## src/hw/ccp_pkg.sv

```systemverilog
// Shared constants, codes and state types of the dual capture/compare block
package ccp_pkg;

  // Register bus geometry
  localparam int unsigned ADDR_W     = 4;
  localparam int unsigned DATA_W     = 8;
  localparam int unsigned VALUE_W    = 16;
  localparam int unsigned UNITS      = 2;

  // Register offsets (word index on the plain register port)
  localparam logic [3:0] OFS_VALUE_LOW   = 4'h0;
  localparam logic [3:0] OFS_VALUE_HIGH  = 4'h1;
  localparam logic [3:0] OFS_CONTROL     = 4'h2;
  localparam logic [3:0] UNIT_STRIDE     = 4'h3;
  localparam logic [3:0] ADDR_T3_CONTROL = 4'h6;
  localparam logic [3:0] ADDR_FLAGS      = 4'h7;
  localparam logic [3:0] ADDR_ENABLES    = 4'h8;
  localparam logic [3:0] ADDR_PRIORITIES = 4'h9;

  // Field positions
  localparam int unsigned CTRL_W         = 6;
  localparam int unsigned MODE_LSB       = 0;
  localparam int unsigned MODE_W         = 4;
  localparam int unsigned UNIT_BIT_LSB   = 1;
  localparam int unsigned ASSIGN_LOW_BIT = 3;
  localparam int unsigned ASSIGN_HI_BIT  = 6;

  // Reset values
  localparam logic [7:0]  T3_CONTROL_RST = 8'h00;
  localparam logic [5:0]  CONTROL_RST    = 6'h00;
  localparam logic [15:0] VALUE_RST      = 16'h0000;

  // Mode select codes
  localparam logic [3:0] MODE_OFF        = 4'h0;
  localparam logic [3:0] MODE_CMP_TOGGLE = 4'h2;
  localparam logic [3:0] MODE_CAP_FALL   = 4'h4;
  localparam logic [3:0] MODE_CAP_RISE   = 4'h5;
  localparam logic [3:0] MODE_CAP_RISE4  = 4'h6;
  localparam logic [3:0] MODE_CAP_RISE16 = 4'h7;
  localparam logic [3:0] MODE_CMP_SET    = 4'h8;
  localparam logic [3:0] MODE_CMP_CLEAR  = 4'h9;
  localparam logic [3:0] MODE_CMP_SOFT   = 4'hA;
  localparam logic [3:0] MODE_CMP_TRIG   = 4'hB;
  localparam logic [1:0] PREFIX_CAPTURE  = 2'h1;
  localparam logic [1:0] PREFIX_PWM      = 2'h3;

  // Capture prescaler
  localparam int unsigned PRESC_W        = 4;
  localparam logic [3:0]  PRESC_LAST4    = 4'h3;
  localparam logic [3:0]  PRESC_LAST16   = 4'hF;

  typedef struct packed {
    logic                 sync1;
    logic                 sync2;
    logic                 prev;
    logic [PRESC_W-1:0]   presc;
    logic                 capture;
  } unit_state_t;

  typedef struct packed {
    logic [1:0][15:0] value;
    logic [1:0][5:0]  control;
    logic [7:0]       t3_control;
    logic [1:0]       flag;
    logic [1:0]       enable;
    logic [1:0]       priority_bit;
    logic [1:0]       cmp_latch;
    logic [1:0]       match_prev;
    logic [1:0]       timer_reset;
    logic             adc_start;
    logic [7:0]       rdata;
  } top_state_t;

endpackage : ccp_pkg

```

## src/hw/ccp_unit_if.sv

```systemverilog
// Link between the register block and one capture edge engine
interface ccp_unit_if;
  logic       pin_async;
  logic       port_latch;
  logic       dir_input;
  logic [3:0] mode;
  logic       capture_stb;

  modport engine (
    input  pin_async,
    input  port_latch,
    input  dir_input,
    input  mode,
    output capture_stb
  );

  modport ctrl (
    output pin_async,
    output port_latch,
    output dir_input,
    output mode,
    input  capture_stb
  );
endinterface : ccp_unit_if

```

## src/hw/ccp_edge_engine.sv

```systemverilog
// Pin synchroniser, edge detector and capture prescaler of one unit
module ccp_edge_engine
  import ccp_pkg::*;
(
  // Clock and reset
  input  wire logic   ref_clk_i,
  input  wire logic   rstn_i,
  // Unit link
  ccp_unit_if.engine  link
);

  unit_state_t st_r;
  unit_state_t st_nxt;

  always_comb begin
    logic level;
    logic rise;
    logic fall;
    level  = 1'b0;
    rise   = 1'b0;
    fall   = 1'b0;
    st_nxt = st_r;
    st_nxt.sync1 = link.pin_async;
    st_nxt.sync2 = st_r.sync1;
    // With the pin turned to output, a port write reaches the detector
    level = link.dir_input ? st_r.sync2 : link.port_latch;
    rise  = level & ~st_r.prev;
    fall  = ~level & st_r.prev;
    st_nxt.prev    = level;
    st_nxt.capture = 1'b0;
    if (link.mode[3:2] != PREFIX_CAPTURE) begin
      st_nxt.presc = '0;
    end else begin
      // Prescaler keeps counting across a direct prescaler switch
      case (link.mode)
        MODE_CAP_FALL: begin
          st_nxt.capture = fall;
        end
        MODE_CAP_RISE: begin
          st_nxt.capture = rise;
        end
        MODE_CAP_RISE4: begin
          if (rise) begin
            st_nxt.presc   = st_r.presc + 4'h1;
            st_nxt.capture = (st_r.presc[1:0] == PRESC_LAST4[1:0]);
          end
        end
        default: begin
          if (rise) begin
            st_nxt.presc   = st_r.presc + 4'h1;
            st_nxt.capture = (st_r.presc == PRESC_LAST16);
          end
        end
      endcase
    end
  end

  always_ff @(posedge ref_clk_i or negedge rstn_i) begin
    if (!rstn_i) begin
      st_r <= '0;
    end else begin
      st_r <= st_nxt;
    end
  end

  assign link.capture_stb = st_r.capture;

endmodule // ccp_edge_engine

```

## src/hw/dual_capture_compare_unit.sv

```systemverilog
// Two capture/compare units with register port, timer resets and converter trigger
//
// Behaviour
// - Capture copies assigned 16-bit timer into value
// - Four capture events: fall, rise, 4th, 16th
// - Capture sets flag; only software clears it
// - New capture overwrites unread value silently
// - Output-direction port write can trigger capture
// - Mode change may raise false capture flag
// - Prescaler cleared when off or not capturing
// - Prescaler switch keeps count, may flag
// - Compare match: pin action and flag together
// - Control write zero forces compare latch low
// - Code 1010: flag only, pin untouched
// - Code 1011: match resets assigned timer
// - Second unit trigger starts enabled converter
// - First unit trigger never starts converter
// - Each unit picks first or third timer
// - Shared timer reset affects other unit
// - Both PWM units share one timer
// - Capture codes 0100, 0101, 0110, 0111
// - Compare codes 0010 toggle, 1000, 1001
// - 0000 off and reset; 0001/0011 reserved; 11xx PWM
//
// The address map and the address-and-strobe port were left to the implementer.
module dual_capture_compare_unit
  import ccp_pkg::*;
(
  // Clock and reset
  input  wire logic                ref_clk_i,
  input  wire logic                rstn_i,
  // Register port
  input  wire logic [ADDR_W-1:0]   reg_addr_i,
  input  wire logic [DATA_W-1:0]   reg_wdata_i,
  input  wire logic                reg_wr_i,
  input  wire logic                reg_rd_i,
  output logic      [DATA_W-1:0]   reg_rdata_o,
  // Time bases
  input  wire logic [VALUE_W-1:0]  first_timer_i,
  input  wire logic [VALUE_W-1:0]  third_timer_i,
  output logic                     first_timer_reset_o,
  output logic                     third_timer_reset_o,
  // Converter
  input  wire logic                adc_enabled_i,
  output logic                     adc_start_o,
  // Unit pins, index 0 is the first unit
  input  wire logic [UNITS-1:0]    pin_i,
  input  wire logic [UNITS-1:0]    port_latch_i,
  input  wire logic [UNITS-1:0]    pin_direction_bit_i,
  output logic      [UNITS-1:0]    pin_o,
  output logic      [UNITS-1:0]    pin_oe_n_o,
  // Status
  output logic      [UNITS-1:0]    unit_irq_o,
  output logic      [UNITS-1:0]    pwm_mode_o,
  output logic                     pwm_timer_shared_o
);

  top_state_t st_r;
  top_state_t st_nxt;

  logic [UNITS-1:0] capture_stb;

  // Address of a register within a unit's register group
  function automatic logic [3:0] unit_addr(input int unsigned unit, input logic [3:0] ofs);
    unit_addr = 4'(unit * UNIT_STRIDE) + ofs;
  endfunction

  // 1 selects the third timer for the given unit
  function automatic logic uses_third(input logic [7:0] t3c, input int unsigned unit);
    logic hi;
    logic lo;
    hi = t3c[ASSIGN_HI_BIT];
    lo = t3c[ASSIGN_LOW_BIT];
    if (hi) begin
      uses_third = 1'b1;
    end else if (lo) begin
      uses_third = (unit != 0);
    end else begin
      uses_third = 1'b0;
    end
  endfunction

  function automatic logic mode_capture(input logic [5:0] ctrl);
    mode_capture = (ctrl[3:2] == PREFIX_CAPTURE);
  endfunction

  // Compare codes 0010 and 10xx; 0001 and 0011 stay idle
  function automatic logic mode_compare(input logic [5:0] ctrl);
    logic [3:0] m;
    m = ctrl[MODE_LSB +: MODE_W];
    mode_compare = (m == MODE_CMP_TOGGLE) || (m[3:2] == 2'h2);
  endfunction

  // Compare latch level at a control write
  function automatic logic start_level(input logic [3:0] m, input logic cur);
    if (m == MODE_OFF) begin
      start_level = 1'b0;
    end else if (m == MODE_CMP_SET) begin
      start_level = 1'b0;
    end else if (m == MODE_CMP_CLEAR) begin
      start_level = 1'b1;
    end else begin
      start_level = cur;
    end
  endfunction

  // Pin is driven by the compare latch only in the pin-changing compare modes
  function automatic logic latch_drives(input logic [5:0] ctrl);
    logic [3:0] m;
    m = ctrl[MODE_LSB +: MODE_W];
    latch_drives = (m == MODE_CMP_TOGGLE) || (m == MODE_CMP_SET) || (m == MODE_CMP_CLEAR);
  endfunction

  // Edge engines
  for (genvar g = 0; g < UNITS; g++) begin : g_unit
    ccp_unit_if link ();

    assign link.pin_async  = pin_i[g];
    assign link.port_latch = port_latch_i[g];
    assign link.dir_input  = pin_direction_bit_i[g];
    assign link.mode       = st_r.control[g][MODE_LSB +: MODE_W];
    assign capture_stb[g]  = link.capture_stb;

    ccp_edge_engine u_engine (
      .ref_clk_i (ref_clk_i),
      .rstn_i    (rstn_i),
      .link      (link)
    );
  end

  always_comb begin
    logic [UNITS-1:0][VALUE_W-1:0] tval;
    logic [UNITS-1:0]              sel3;
    logic                          eq;
    logic [3:0]                    m;
    tval   = '0;
    sel3   = '0;
    eq     = 1'b0;
    m      = 4'h0;
    st_nxt = st_r;
    st_nxt.rdata       = '0;
    st_nxt.timer_reset = '0;
    st_nxt.adc_start   = 1'b0;

    for (int unsigned u = 0; u < UNITS; u++) begin
      sel3[u] = uses_third(st_r.t3_control, u);
      tval[u] = sel3[u] ? third_timer_i : first_timer_i;
    end

    // Software writes first; hardware events below take precedence
    if (reg_wr_i) begin
      for (int unsigned u = 0; u < UNITS; u++) begin
        if (reg_addr_i == unit_addr(u, OFS_VALUE_LOW)) begin
          st_nxt.value[u][7:0] = reg_wdata_i;
        end else if (reg_addr_i == unit_addr(u, OFS_VALUE_HIGH)) begin
          st_nxt.value[u][15:8] = reg_wdata_i;
        end else if (reg_addr_i == unit_addr(u, OFS_CONTROL)) begin
          st_nxt.control[u]   = reg_wdata_i[CTRL_W-1:0];
          st_nxt.cmp_latch[u] = start_level(reg_wdata_i[MODE_LSB +: MODE_W],
                                            st_r.cmp_latch[u]);
        end
      end
      if (reg_addr_i == ADDR_T3_CONTROL) begin
        st_nxt.t3_control = reg_wdata_i;
      end else if (reg_addr_i == ADDR_FLAGS) begin
        st_nxt.flag = reg_wdata_i[UNIT_BIT_LSB +: UNITS];
      end else if (reg_addr_i == ADDR_ENABLES) begin
        st_nxt.enable = reg_wdata_i[UNIT_BIT_LSB +: UNITS];
      end else if (reg_addr_i == ADDR_PRIORITIES) begin
        st_nxt.priority_bit = reg_wdata_i[UNIT_BIT_LSB +: UNITS];
      end
    end

    for (int unsigned u = 0; u < UNITS; u++) begin
      m  = st_r.control[u][MODE_LSB +: MODE_W];
      eq = mode_compare(st_r.control[u]) && (st_r.value[u] == tval[u]);
      st_nxt.match_prev[u] = eq;

      // Capture overwrites unread data; flag set beats a same-cycle clear
      if (capture_stb[u] && mode_capture(st_r.control[u])) begin
        st_nxt.value[u] = tval[u];
        st_nxt.flag[u]  = 1'b1;
      end

      // Act once per match, not for every cycle the timer rests on it
      if (eq && !st_r.match_prev[u]) begin
        st_nxt.flag[u] = 1'b1;
        case (m)
          MODE_CMP_TOGGLE: begin
            st_nxt.cmp_latch[u] = ~st_r.cmp_latch[u];
          end
          MODE_CMP_SET: begin
            st_nxt.cmp_latch[u] = 1'b1;
          end
          MODE_CMP_CLEAR: begin
            st_nxt.cmp_latch[u] = 1'b0;
          end
          MODE_CMP_TRIG: begin
            // Shared time base reset hits both units alike
            st_nxt.timer_reset[sel3[u]] = 1'b1;
            if ((u != 0) && adc_enabled_i) begin
              st_nxt.adc_start = 1'b1;
            end
          end
          default: begin
            st_nxt.cmp_latch[u] = st_r.cmp_latch[u];
          end
        endcase
      end
    end

    // Read data live for exactly one cycle; unmapped reads give zero
    if (reg_rd_i) begin
      for (int unsigned u = 0; u < UNITS; u++) begin
        if (reg_addr_i == unit_addr(u, OFS_VALUE_LOW)) begin
          st_nxt.rdata = st_r.value[u][7:0];
        end else if (reg_addr_i == unit_addr(u, OFS_VALUE_HIGH)) begin
          st_nxt.rdata = st_r.value[u][15:8];
        end else if (reg_addr_i == unit_addr(u, OFS_CONTROL)) begin
          st_nxt.rdata = {2'h0, st_r.control[u]};
        end
      end
      if (reg_addr_i == ADDR_T3_CONTROL) begin
        st_nxt.rdata = st_r.t3_control;
      end else if (reg_addr_i == ADDR_FLAGS) begin
        st_nxt.rdata = 8'({st_r.flag, 1'b0});
      end else if (reg_addr_i == ADDR_ENABLES) begin
        st_nxt.rdata = 8'({st_r.enable, 1'b0});
      end else if (reg_addr_i == ADDR_PRIORITIES) begin
        st_nxt.rdata = 8'({st_r.priority_bit, 1'b0});
      end
    end
  end

  always_ff @(posedge ref_clk_i or negedge rstn_i) begin
    if (!rstn_i) begin
      st_r              <= '0;
      st_r.value        <= {UNITS{VALUE_RST}};
      st_r.control      <= {UNITS{CONTROL_RST}};
      st_r.t3_control   <= T3_CONTROL_RST;
    end else begin
      st_r <= st_nxt;
    end
  end

  // Outputs
  assign reg_rdata_o         = st_r.rdata;
  assign first_timer_reset_o = st_r.timer_reset[0];
  assign third_timer_reset_o = st_r.timer_reset[1];
  assign adc_start_o         = st_r.adc_start;

  always_comb begin
    for (int unsigned u = 0; u < UNITS; u++) begin
      // Soft-interrupt and trigger modes leave the port latch on the pin
      pin_o[u]      = latch_drives(st_r.control[u]) ? st_r.cmp_latch[u] : port_latch_i[u];
      pin_oe_n_o[u] = pin_direction_bit_i[u];
      unit_irq_o[u] = st_r.flag[u] & st_r.enable[u];
      pwm_mode_o[u] = (st_r.control[u][3:2] == PREFIX_PWM);
    end
  end

  // PWM units have no private period timer; both run from the one pwm timer
  assign pwm_timer_shared_o = &pwm_mode_o;

endmodule // dual_capture_compare_unit

```

## config.mk

```make
export PLATFORM = sky130hd
export DESIGN_NAME = dual_capture_compare_unit
export DESIGN_NICKNAME = d
export VERILOG_FILES = /design/src/hw/ccp_pkg.sv /design/src/hw/ccp_unit_if.sv /design/src/hw/ccp_edge_engine.sv /design/src/hw/dual_capture_compare_unit.sv
export SDC_FILE = /design/constraint.sdc
export NUM_CORES = 1
export LEC_CHECK = 0
export BUFFER_PORTS_ARGS = -buffer_cell sky130_fd_sc_hd__buf_2
export CORE_MARGIN = 10
export CORE_UTILIZATION = 30
export CTS_BUF_LIST = sky130_fd_sc_hd__clkbuf_8
export DETAILED_ROUTE_END_ITERATION = 10
export PLACE_DENSITY = 0.6
export SLEW_MARGIN = 0
export SYNTH_ARGS = -nofsm -noshare
export SYNTH_HDL_FRONTEND = slang
export SYNTH_SLANG_ARGS = --single-unit
```

## constraint.sdc

```tcl
create_clock -name ref_clk_i -period 2.49 [get_ports ref_clk_i]
set_clock_uncertainty 0.2 [all_clocks]
set_input_delay 0.1245 -clock ref_clk_i [delete_from_list [all_inputs] [get_ports ref_clk_i]]
set_output_delay 0.1245 -clock ref_clk_i [all_outputs]
set_load 0.02 [all_outputs]
```

Yosys cells after proc, flatten, opt, wreduce, memory -nomap -nowiden --
Cells that the tools add are included.
Operators by class: $add $sub $neg 2, order comparisons 4, equal/unequal tests 47, multiplexer cells 83, bitwise logic cells 20, reductions and logical operators 46
Operators with widths (count):
- two-way mux 8 bit | 17
- two-way mux 16 bit | 4
- two-way mux 60 bit | 1
- == test 4 bit (second input constant) | 12
- two-way mux 6 bit | 8
- == test 4 x 3 -> 1 bit (second input constant) | 10
- == test 16 bit | 2
- two-way mux 1 bit | 30
- two-way mux 5 bit | 4
- == test 4 x 2 -> 1 bit (second input constant) | 4
- one-hot mux 4 bit (2 select lines) | 2
- nonzero test 2 bit | 8
- NOT 1 bit | 13
- == test 2 bit (second input constant) | 6
- two-way mux 2 bit | 6
- two-way mux 4 bit | 3
- AND reduction 2 bit | 6
- AND reduction 3 bit | 4
- AND reduction 4 bit | 3
- nonzero test 3 bit | 4
- inequality test 5 x 1 -> 1 bit (second input constant) | 2
- adder 4 x 1 -> 4 bit (second input constant) | 2
- logical AND 1 bit | 8
- zero test 4 bit | 2
- other kinds (17) | 41
Word-level totals: bits in registers 89, input port bits 55, output and inout port bits 20, logic and storage cells 229

Depth between registers and ports, before layout --
Gate-level depths: netlist of the first run.
depth in word-level cells 12, gate-level depth with buffers 10, mapped depth without buffers 7

Hierarchy --
Synthesis of the first run repeated with hierarchy kept, for this count alone.
Unflattened totals: cell total of the unflattened synthesis 562, area, all modules 5502.8 um2
By module, submodules not included:
- dual_capture_compare_unit | times used 1, cells an instance 498, area an instance 4759.6 um2, sequential area each 1826.8 um2
- ccp_edge_engine | times used 2, cells an instance 32, area an instance 371.6 um2, sequential area each 200.2 um2

Worst setup path after synthesis of the first run --
Ideal clock, no wire load.
path kind register to register, start point register st_r[27] (netlist name), end point register st_r[14] (netlist name), library setup time 76 ps, arrival 2156 ps, required time 2214 ps, setup slack 57 ps, stages on the path, launching flop included 10, path buffers 3, period minus slack after synthesis 2433 ps, cell sequence dfrtp_1 -> clkbuf_1 -> or2_1 -> buf_6 -> buf_6 -> a2111o_1 -> a211oi_2 -> nand3_2 -> or3_1 -> o21ai_1
On the way: cells in the longest elaborated chain, start to end 6, elaborated cells between the ends (all ways) 7, those cells by class eq/ne: 2; mux: 3; reduce/logical: 2
Ends and longest elaborated chain:
- from (decl) | RTL line dual_capture_compare_unit.sv:58 | top_state_t st_r;
- from (signal assigned) | RTL line dual_capture_compare_unit.sv:242 | st_r <= st_nxt;
- two-way mux 1 bit * | RTL line dual_capture_compare_unit.sv:74 | if (hi) begin
- two-way mux 16 bit * | RTL line dual_capture_compare_unit.sv:147 | tval[u] = sel3[u] ? third_timer_i : first_timer_i;
- == test 16 bit * | RTL line dual_capture_compare_unit.sv:176 | eq = mode_compare(st_r.control[u]) && (st_r.value[u] == tval[u]);
- logical AND 1 bit * | RTL line dual_capture_compare_unit.sv:176
- logical AND 1 bit * | RTL line dual_capture_compare_unit.sv:186 | if (eq && !st_r.match_prev[u]) begin
- inequality test 5 x 1 -> 1 bit (no source line) / two-way mux 1 bit (equally long branches)
Mark *: on every way between the ends. The rest lies on a longest branch, timed or not. A chain may end at the register's enable or synchronous reset.

Final worst setup path of the first run --
Same ends and word-level chain as after synthesis.

==> impl_metrics.env, run 1 <==
export IMPL_drv_slew=0
export IMPL_core_mm2=0.0181
export IMPL_rrSetupSlack_ns=0.08
export IMPL_slowest_stage="dfrtp_2"
export IMPL_cp_slowest_stage_delay_ns=0.45
export IMPL_grt_pass1_wl_um=28000
export IMPL_htree_levels=3
export IMPL_antennaDiodeCount=0
export IMPL_drt_initial_drc_count=393
export IMPL_track_usage_pct=14.8
export IMPL_utilization_pct=39.9
export IMPL_final_fill_count=1819
export IMPL_peakVddDrop_mv=0.299
export IMPL_async_reset_ff_share_pct=100
export IMPL_nNetsFinal=796
export IMPL_setup_viol=0
export IMPL_start_kind="register"
export IMPL_cp_max_fo=7
export IMPL_clkTransAtPathRegs_ns=0.09
export IMPL_start_util_pct=30.7
export IMPL_seq_power_share_pct=39.7
export IMPL_hpwl_um=13500
export IMPL_critPathKind="reg2reg"
export IMPL_status="complete, no violations"
export IMPL_crit_end="st_r[14]"
export IMPL_syn_avg_cell_area_um2=9.41
export IMPL_tightest_slew_ns=1.33
export IMPL_numCtsBuffers=9
export IMPL_clock_sinks=89
export IMPL_syn_inst=590
export IMPL_netSwitchingFraction_pct=37.3
export IMPL_viasPerCell=5.11
export IMPL_finalHoldViolCount=0
export IMPL_ant_nets=0
export IMPL_p_sw_mw=2.12
export IMPL_worstPathCellList="or2_4 > a2111o_1 > a211oi_2 > nand3_2 > o41ai_2 > o21ai_1"
export IMPL_grt_pass1_vias=4994
export IMPL_antenna_found_initial=0
export IMPL_grt_max_degree=63
export IMPL_worstReg2RegStart="st_r[27]"
export IMPL_die_y_um=156
export IMPL_rows=49
export IMPL_worst_ep_required_time_ns=2.56
export IMPL_wl_um=18000
export IMPL_gp_congestion=0.924
export IMPL_pre_cts_ws_ns=-0.0368
export IMPL_die_x_um=156
export IMPL_p_comb_share_pct=41.6
export IMPL_max_freq_mhz=415
export IMPL_dr_total_vias=4970
export IMPL_drive_gt1_share_pct=26.1
export IMPL_synth_seq_cells=89
export IMPL_drv_cap=0
export IMPL_fin_crit_sh_pct=96.9
export IMPL_rr_worst_depth=6
export IMPL_min_path_type="in2reg"
export IMPL_drc=0
export IMPL_synthesis_area_mm2=0.00555
export IMPL_cts_tree="yes"
export IMPL_timing_rr_end="st_r[14]"
export IMPL_post_drt_wl_per_cell_um=18.5
export IMPL_cts_path_max_buffers=2
export IMPL_min_period_ns=2.41
export IMPL_insertion_delay_ns=0.39
export IMPL_critPathArrivalTime_ns=2.48
export IMPL_grt_ovfl_total=0
export IMPL_num_io_pins=75
export IMPL_ys_warn_count=0
export IMPL_power_frac_clock_pct=18.7
export IMPL_crit_path_end_kind="register"
export IMPL_portBuffers=74
export IMPL_synth_edf_count=0
export IMPL_drt_pass1_iterations=5
export IMPL_ys_seq_area_share_pct=40.1
export IMPL_synth_top_flop_cell="dfrtp_1"
export IMPL_relSlewSlack_pct=10.4
export IMPL_areaGrowthSynthToFinish_pct=30.0
export IMPL_power_leakage_nw=3.34
export IMPL_layout_setup_ws_ns=0.0775
export IMPL_cts_root_buf="clkbuf_8"
export IMPL_syn_num_nets=647
export IMPL_internal_power_mw=3.56
export IMPL_p_per_area_mw_per_mm2=787
export IMPL_setup_worst_path_start="st_r[27]"
export IMPL_dieArea_mm2=0.0244
export IMPL_synth_cell_types=62
layout by cell type, fill, tap and decap left out, types with 2 or more instances in the layout:
cell / netlist / layout
o22ai_1: 7 / 7
o2bb2ai_1: 2 / 2
nand2b_1: 9 / 9
a22oi_1: 8 / 8
a211oi_1: 2 / 2
a222oi_1: 2 / 2
inv_1: 15 / 17
nor3_1: 5 / 5
o21bai_1: 2 / 2
mux2i_1: 47 / 45
nand3_1: 6 / 6
nand3b_1: 3 / 3
nand2_1: 76 / 76
nor4b_1: 2 / 2
clkbuf_8: 0 / 12
a31oi_1: 8 / 8
nor2b_1: 14 / 14
and2_1: 9 / 9
xor2_1: 13 / 13
xnor2_1: 22 / 22
mux2_2: 47 / 47
nor2_1: 35 / 35
dfrtp_1: 89 / 88
mux4_2: 2 / 2
buf_2: 1 / 73
a21o_1: 2 / 2
dlygate4sd3_1: 0 / 62
nand4_1: 5 / 5
or3_1: 4 / 3
ha_1: 2 / 2
o21ai_0: 37 / 36
and3_1: 13 / 13
a21oi_1: 30 / 30
buf_4: 10 / 40
mux2i_2: 0 / 2
nor4_1: 5 / 4
what timing repair did:
| item | in CTS | in global routing |
|---|---|---|
| pin swaps | 0 | 4 |
| setup endpoints to repair | 5 | 5 |
| setup buffers | 0 | 3 |
| hold buffers | 61 | 1 |
| gates resized for setup | 1 | 15 |
| hold endpoints to repair | 149 | 1 |
registers in the layout, summed over array words and instances, names as in the netlist:
| register | cells |
|---|---|
| reg_rdata_o | 8 |
| g_unit.link.mode | 8 |
| g_unit.u_engine.st_r | 12 |
| g_unit.u_engine.st_nxt | 2 |
| g_unit.u_engine.link.capture_stb | 2 |
| third_timer_reset_o | 1 |
| adc_start_o | 1 |
| first_timer_reset_o | 1 |
| st_r | 54 |
power by group through the flow:
stage | combinational, mW | sequential, mW | clock, mW
floorplan | 1.53 | 2.14 | 0
global placement | 2.18 | 2.26 | 0
detailed placement | 2.19 | 2.26 | 0
CTS | 2.29 | 2.24 | 1.09
global route | 2.59 | 2.30 | 1.14
finish | 2.36 | 2.25 | 1.06
worst max-delay path: cells and delay by family (launching register included):
family | cells | cell delay, ns
AND/OR/NAND/NOR | 2 | 0.51
AO/OA/AOI/OAI | 4 | 1.13
flip-flops | 1 | 0.45
worst min-delay path by stage:
stage / startpoint / slack, ns / end / depth (start not counted)
final: third_timer_i[3] / 0.02 / st_r[44] / 3
after global placement: rstn_i / -0.12 / reg_rdata_o[6] / 1
after CTS: third_timer_i[11] / 0.001 / st_r[68] / 4
after global routing: third_timer_i[3] / 0.06 / st_r[44] / 3
after floorplan: rstn_i / -0.37 / adc_start_o / 0
after detailed placement: rstn_i / -0.12 / reg_rdata_o[6] / 1
cell type report:
cell class	count	area [µm²]	area share, %
multi-input cells	447	3120	43.2
flip-flops and latches	89	2230	30.9
repair buffers	177	1320	18.3
well taps	229	287	3.97
clock buffers	12	165	2.29
inverters	15	56.3	0.780
clock inverters	4	42.5	0.589
metrics by stage:
stage               hold WS, ns  setup TNS [ns]  power, mW  std cells  area (µm²)
CTS                     0.00101               0       5.61        969        7130
global placement         -0.116               0       4.44        892        6310
global route             0.0599         -0.0231       6.03        973        7220
floorplan                -0.371               0       3.67        590        5550
finish                   0.0216               0       5.68        973        7220
detailed placement       -0.116         -0.0880       4.45        892        6310
cells in the mapped netlist, types with 9 or more instances:
cell / count / area share [%]
o21ai_0: 37 / 3.3
nand2_1: 76 / 5.1
inv_1: 15 / 1.0
xor2_1: 13 / 2.1
dfrtp_1: 89 / 40
and3_1: 13 / 1.5
and2_1: 9 / 1.0
nor2_1: 35 / 2.4
a21oi_1: 30 / 2.7
mux2_2: 47 / 9.5
nor2b_1: 14 / 1.6
xnor2_1: 22 / 3.5
buf_4: 10 / 1.4
nand2b_1: 9 / 1.0
mux2i_1: 47 / 8.5
clkbuf_1: 23 / 1.6
per-layer routing:
layer	vias to the layer above	global-route usage (%)	part of all wire (%)
li1	2396	-	-
met1	2371	19.4	46
met2	175	23.7	46
met3	28	2.84	5.8
met4	0	5.13	2.3
met5	-	0	0
cell families after synthesis:
kind of cell	after synthesis	synth area share, %
AOI/OAI and AO/OA	118	13.2
xor gates and xnor gates	35	5.52
adders and majority gates	2	0.450
buffers and inverters	54	4.62
DFF	89	40.1
muxes	96	18.8
and+or+nand+nor	196	17.3
Note: power is estimated with default switching activity, not from simulation.
==> run 2, diff against run 1 <==
--- a/config.mk
+++ b/config.mk
@@ -6,6 +6,7 @@
 export NUM_CORES = 1
 export LEC_CHECK = 0
 export BUFFER_PORTS_ARGS = -buffer_cell sky130_fd_sc_hd__buf_2
+export CORE_ASPECT_RATIO = 0.75
 export CORE_MARGIN = 10
 export CORE_UTILIZATION = 30
 export CTS_BUF_LIST = sky130_fd_sc_hd__clkbuf_8
==> impl_metrics.env, run 2 (synthesized netlist as in run 1, its figures left out) <==
export IMPL_critPathKind="reg2reg"
export IMPL_mostFrequentLayoutCells="dfrtp_1 (89), nand2_1 (76), buf_2 (73)"
export IMPL_min_period_ns=2.46
export IMPL_relSlewSlack_pct=54.1
export IMPL_drt_initial_drc_count=642
export IMPL_status="complete, but fails checks"
export IMPL_setup_tns_ns=0
export IMPL_grt_pass1_vias=4948
export IMPL_cp_max_fo=6
export IMPL_finalPower_mw=5.75
export IMPL_dieArea_mm2=0.0244
export IMPL_power_leakage_nw=3.35
export IMPL_htree_levels=3
export IMPL_drv_slew=0
export IMPL_wl_um=18600
export IMPL_post_drt_wl_per_cell_um=18.9
export IMPL_worstPathCellList="buf_4 > or3b_4 > a21boi_2 > o221ai_2 > a211oi_2 > nand3_2 > or3_4 > o21ai_1"
export IMPL_hold_depth=3
export IMPL_p_sw_mw=2.29
export IMPL_clock_sinks=89
export IMPL_nNetsFinal=797
export IMPL_die_y_um=138
export IMPL_drc=0
export IMPL_rows=42
export IMPL_whs_ns=-0.0100
export IMPL_numCtsBuffers=9
export IMPL_gp_congestion=0.949
export IMPL_critPathBufInv=1
export IMPL_grt_max_degree=90
export IMPL_areaGrowthSynthToFinish_pct=32.3
export IMPL_utilization_pct=41.0
export IMPL_viasPerCell=5.21
export IMPL_ant_nets=0
export IMPL_start_util_pct=31.0
export IMPL_hold_start="first_timer_i[7]"
export IMPL_final_fill_count=1759
export IMPL_cts_path_max_buffers=2
export IMPL_seqCellArea_mm2=0.00223
export IMPL_final_common_cell="dfrtp_1"
export IMPL_peakVddDrop_mv=0.337
export IMPL_antennaDiodeCount=0
export IMPL_track_usage_pct=15.4
export IMPL_insertion_delay_ns=0.39
export IMPL_cts_tree="yes"
export IMPL_cts_root_buf="clkbuf_8"
export IMPL_internal_power_mw=3.46
export IMPL_hpwl_um=13600
export IMPL_portBuffers=74
export IMPL_failed_checks="negative hold slack"
export IMPL_drive_gt1_share_pct=28.5
export IMPL_finalHoldViolCount=1
export IMPL_min_path_type="in2reg"
export IMPL_setup_viol=0
export IMPL_top_register="st_r"
export IMPL_seq_power_share_pct=39.8
export IMPL_fin_crit_sh_pct=98.8
export IMPL_drv_cap=0
export IMPL_holdPathEnd="st_r[48]"
export IMPL_start_kind="register"
export IMPL_die_x_um=177
export IMPL_layout_setup_ws_ns=0.0287
export IMPL_antenna_found_initial=0
export IMPL_netSwitchingFraction_pct=39.9
export IMPL_dr_total_vias=5144
export IMPL_clkTransAtPathRegs_ns=0.10
export IMPL_core_mm2=0.0179
export IMPL_cp_slowest_stage_delay_ns=0.42
export IMPL_tightest_slew_ns=0.687
export IMPL_worstReg2RegStart="st_r[24]"
export IMPL_crit_path_end_kind="register"
export IMPL_critPathArrivalTime_ns=2.58
export IMPL_multi_input_area_mm2=0.00323
export IMPL_max_freq_mhz=406
export IMPL_grt_ovfl_total=0
export IMPL_slowest_stage="or3_4"
export IMPL_rrSetupSlack_ns=0.03
export IMPL_p_comb_share_pct=43.9
export IMPL_largest_reg_flops=54
export IMPL_pre_cts_ws_ns=-0.0428
export IMPL_rr_worst_depth=8
export IMPL_top_regs="st_r (54), g_unit.u_engine.st_r (12)"
export IMPL_grt_setup_unrepaired="yes"
export IMPL_critical_path_top_delay_family="simple AND/OR/NAND/NOR gates"
export IMPL_num_io_pins=75
export IMPL_p_per_area_mw_per_mm2=782
export IMPL_timing_rr_end="st_r[14]"
export IMPL_drt_pass1_iterations=6
export IMPL_power_frac_clock_pct=16.3
export IMPL_grt_pass1_wl_um=29000
export IMPL_worst_ep_required_time_ns=2.61
## run 2: cell types whose count changed in the layout (fill, tap and decap cells not counted), moves of 2 or more
| cell | change |
|---|---|
| inv_6 | +2 |
| dlygate4sd3_1 | -3 |
| mux2i_1 | -7 |
| xnor2_2 | +2 |
| mux2i_4 | +4 |
| buf_6 | +3 |
| mux2i_2 | +3 |
| xnor2_1 | -2 |
| clkbuf_8 | -3 |
| clkinvlp_4 | +2 |
## run 2: worst min-delay path: stages
cell	delay [ns]
buf_2	0.15
mux2i_4	0.09
o21ai_0	0.17
## run 2: worst max path at each step
stage	startpoint	to	slack [ns]	depth (start not counted)
floorplan	st_r[27]	st_r[14]	0.06	9
global placement	st_r[27]	first_timer_reset_o	-0.009	8
detailed placement	st_r[27]	st_r[14]	-0.04	7
CTS	st_r[24]	third_timer_reset_o	-0.04	8
global route	st_r[27]	first_timer_reset_o	-0.08	9
finish	st_r[24]	st_r[14]	0.03	8
## run 2: power by group through the flow
stage | clock network (mW) | registers [mW] | logic [mW]
after detailed placement | 0 | 2.29 | 2.23
after CTS | 0.954 | 2.26 | 2.35
after global routing | 1.03 | 2.34 | 2.75
after floorplan | 0 | 2.14 | 1.53
final | 0.935 | 2.29 | 2.53
after global placement | 0 | 2.28 | 2.22
## run 2: cell type report
type                       count  share of cell area [%]
clock buffer                   9                    1.69
clock inverter                 7                   0.630
inverter                      15                   0.766
multi-input combinational    447                    44.0
sequential                    89                    30.3
tap                          242                    4.12
timing repair buffer         178                    18.5
## run 2: metrics by stage
| stage | instance area, µm² | hold slack [ns] | cells |
|---|---|---|---|
| after CTS | 7140 | 0.000888 | 985 |
| after global placement | 6370 | 0.0202 | 909 |
| after detailed placement | 6370 | 0.0193 | 909 |
| after floorplan | 5550 | -0.371 | 590 |
| after global routing | 7350 | 0.00534 | 987 |
| final | 7350 | -0.0100 | 987 |
## run 2: layer usage
layer | vias up | track usage (%) | wire length (µm)
met5 | - | 0 | 0
met4 | 0 | 3.17 | 192
met3 | 20 | 3.91 | 1730
met2 | 218 | 21.7 | 7720
met1 | 2517 | 22.7 | 8990
li1 | 2389 | - | -
## run 2: repair_timing
item                                   CTS  global route
pin swaps                                3             8
setup endpoints to repair                5            15
hold buffers                            58             1
endpoints found under the hold margin  146             1
setup buffers                            2             0
resized for setup                        3            34
gates cloned                             0             1
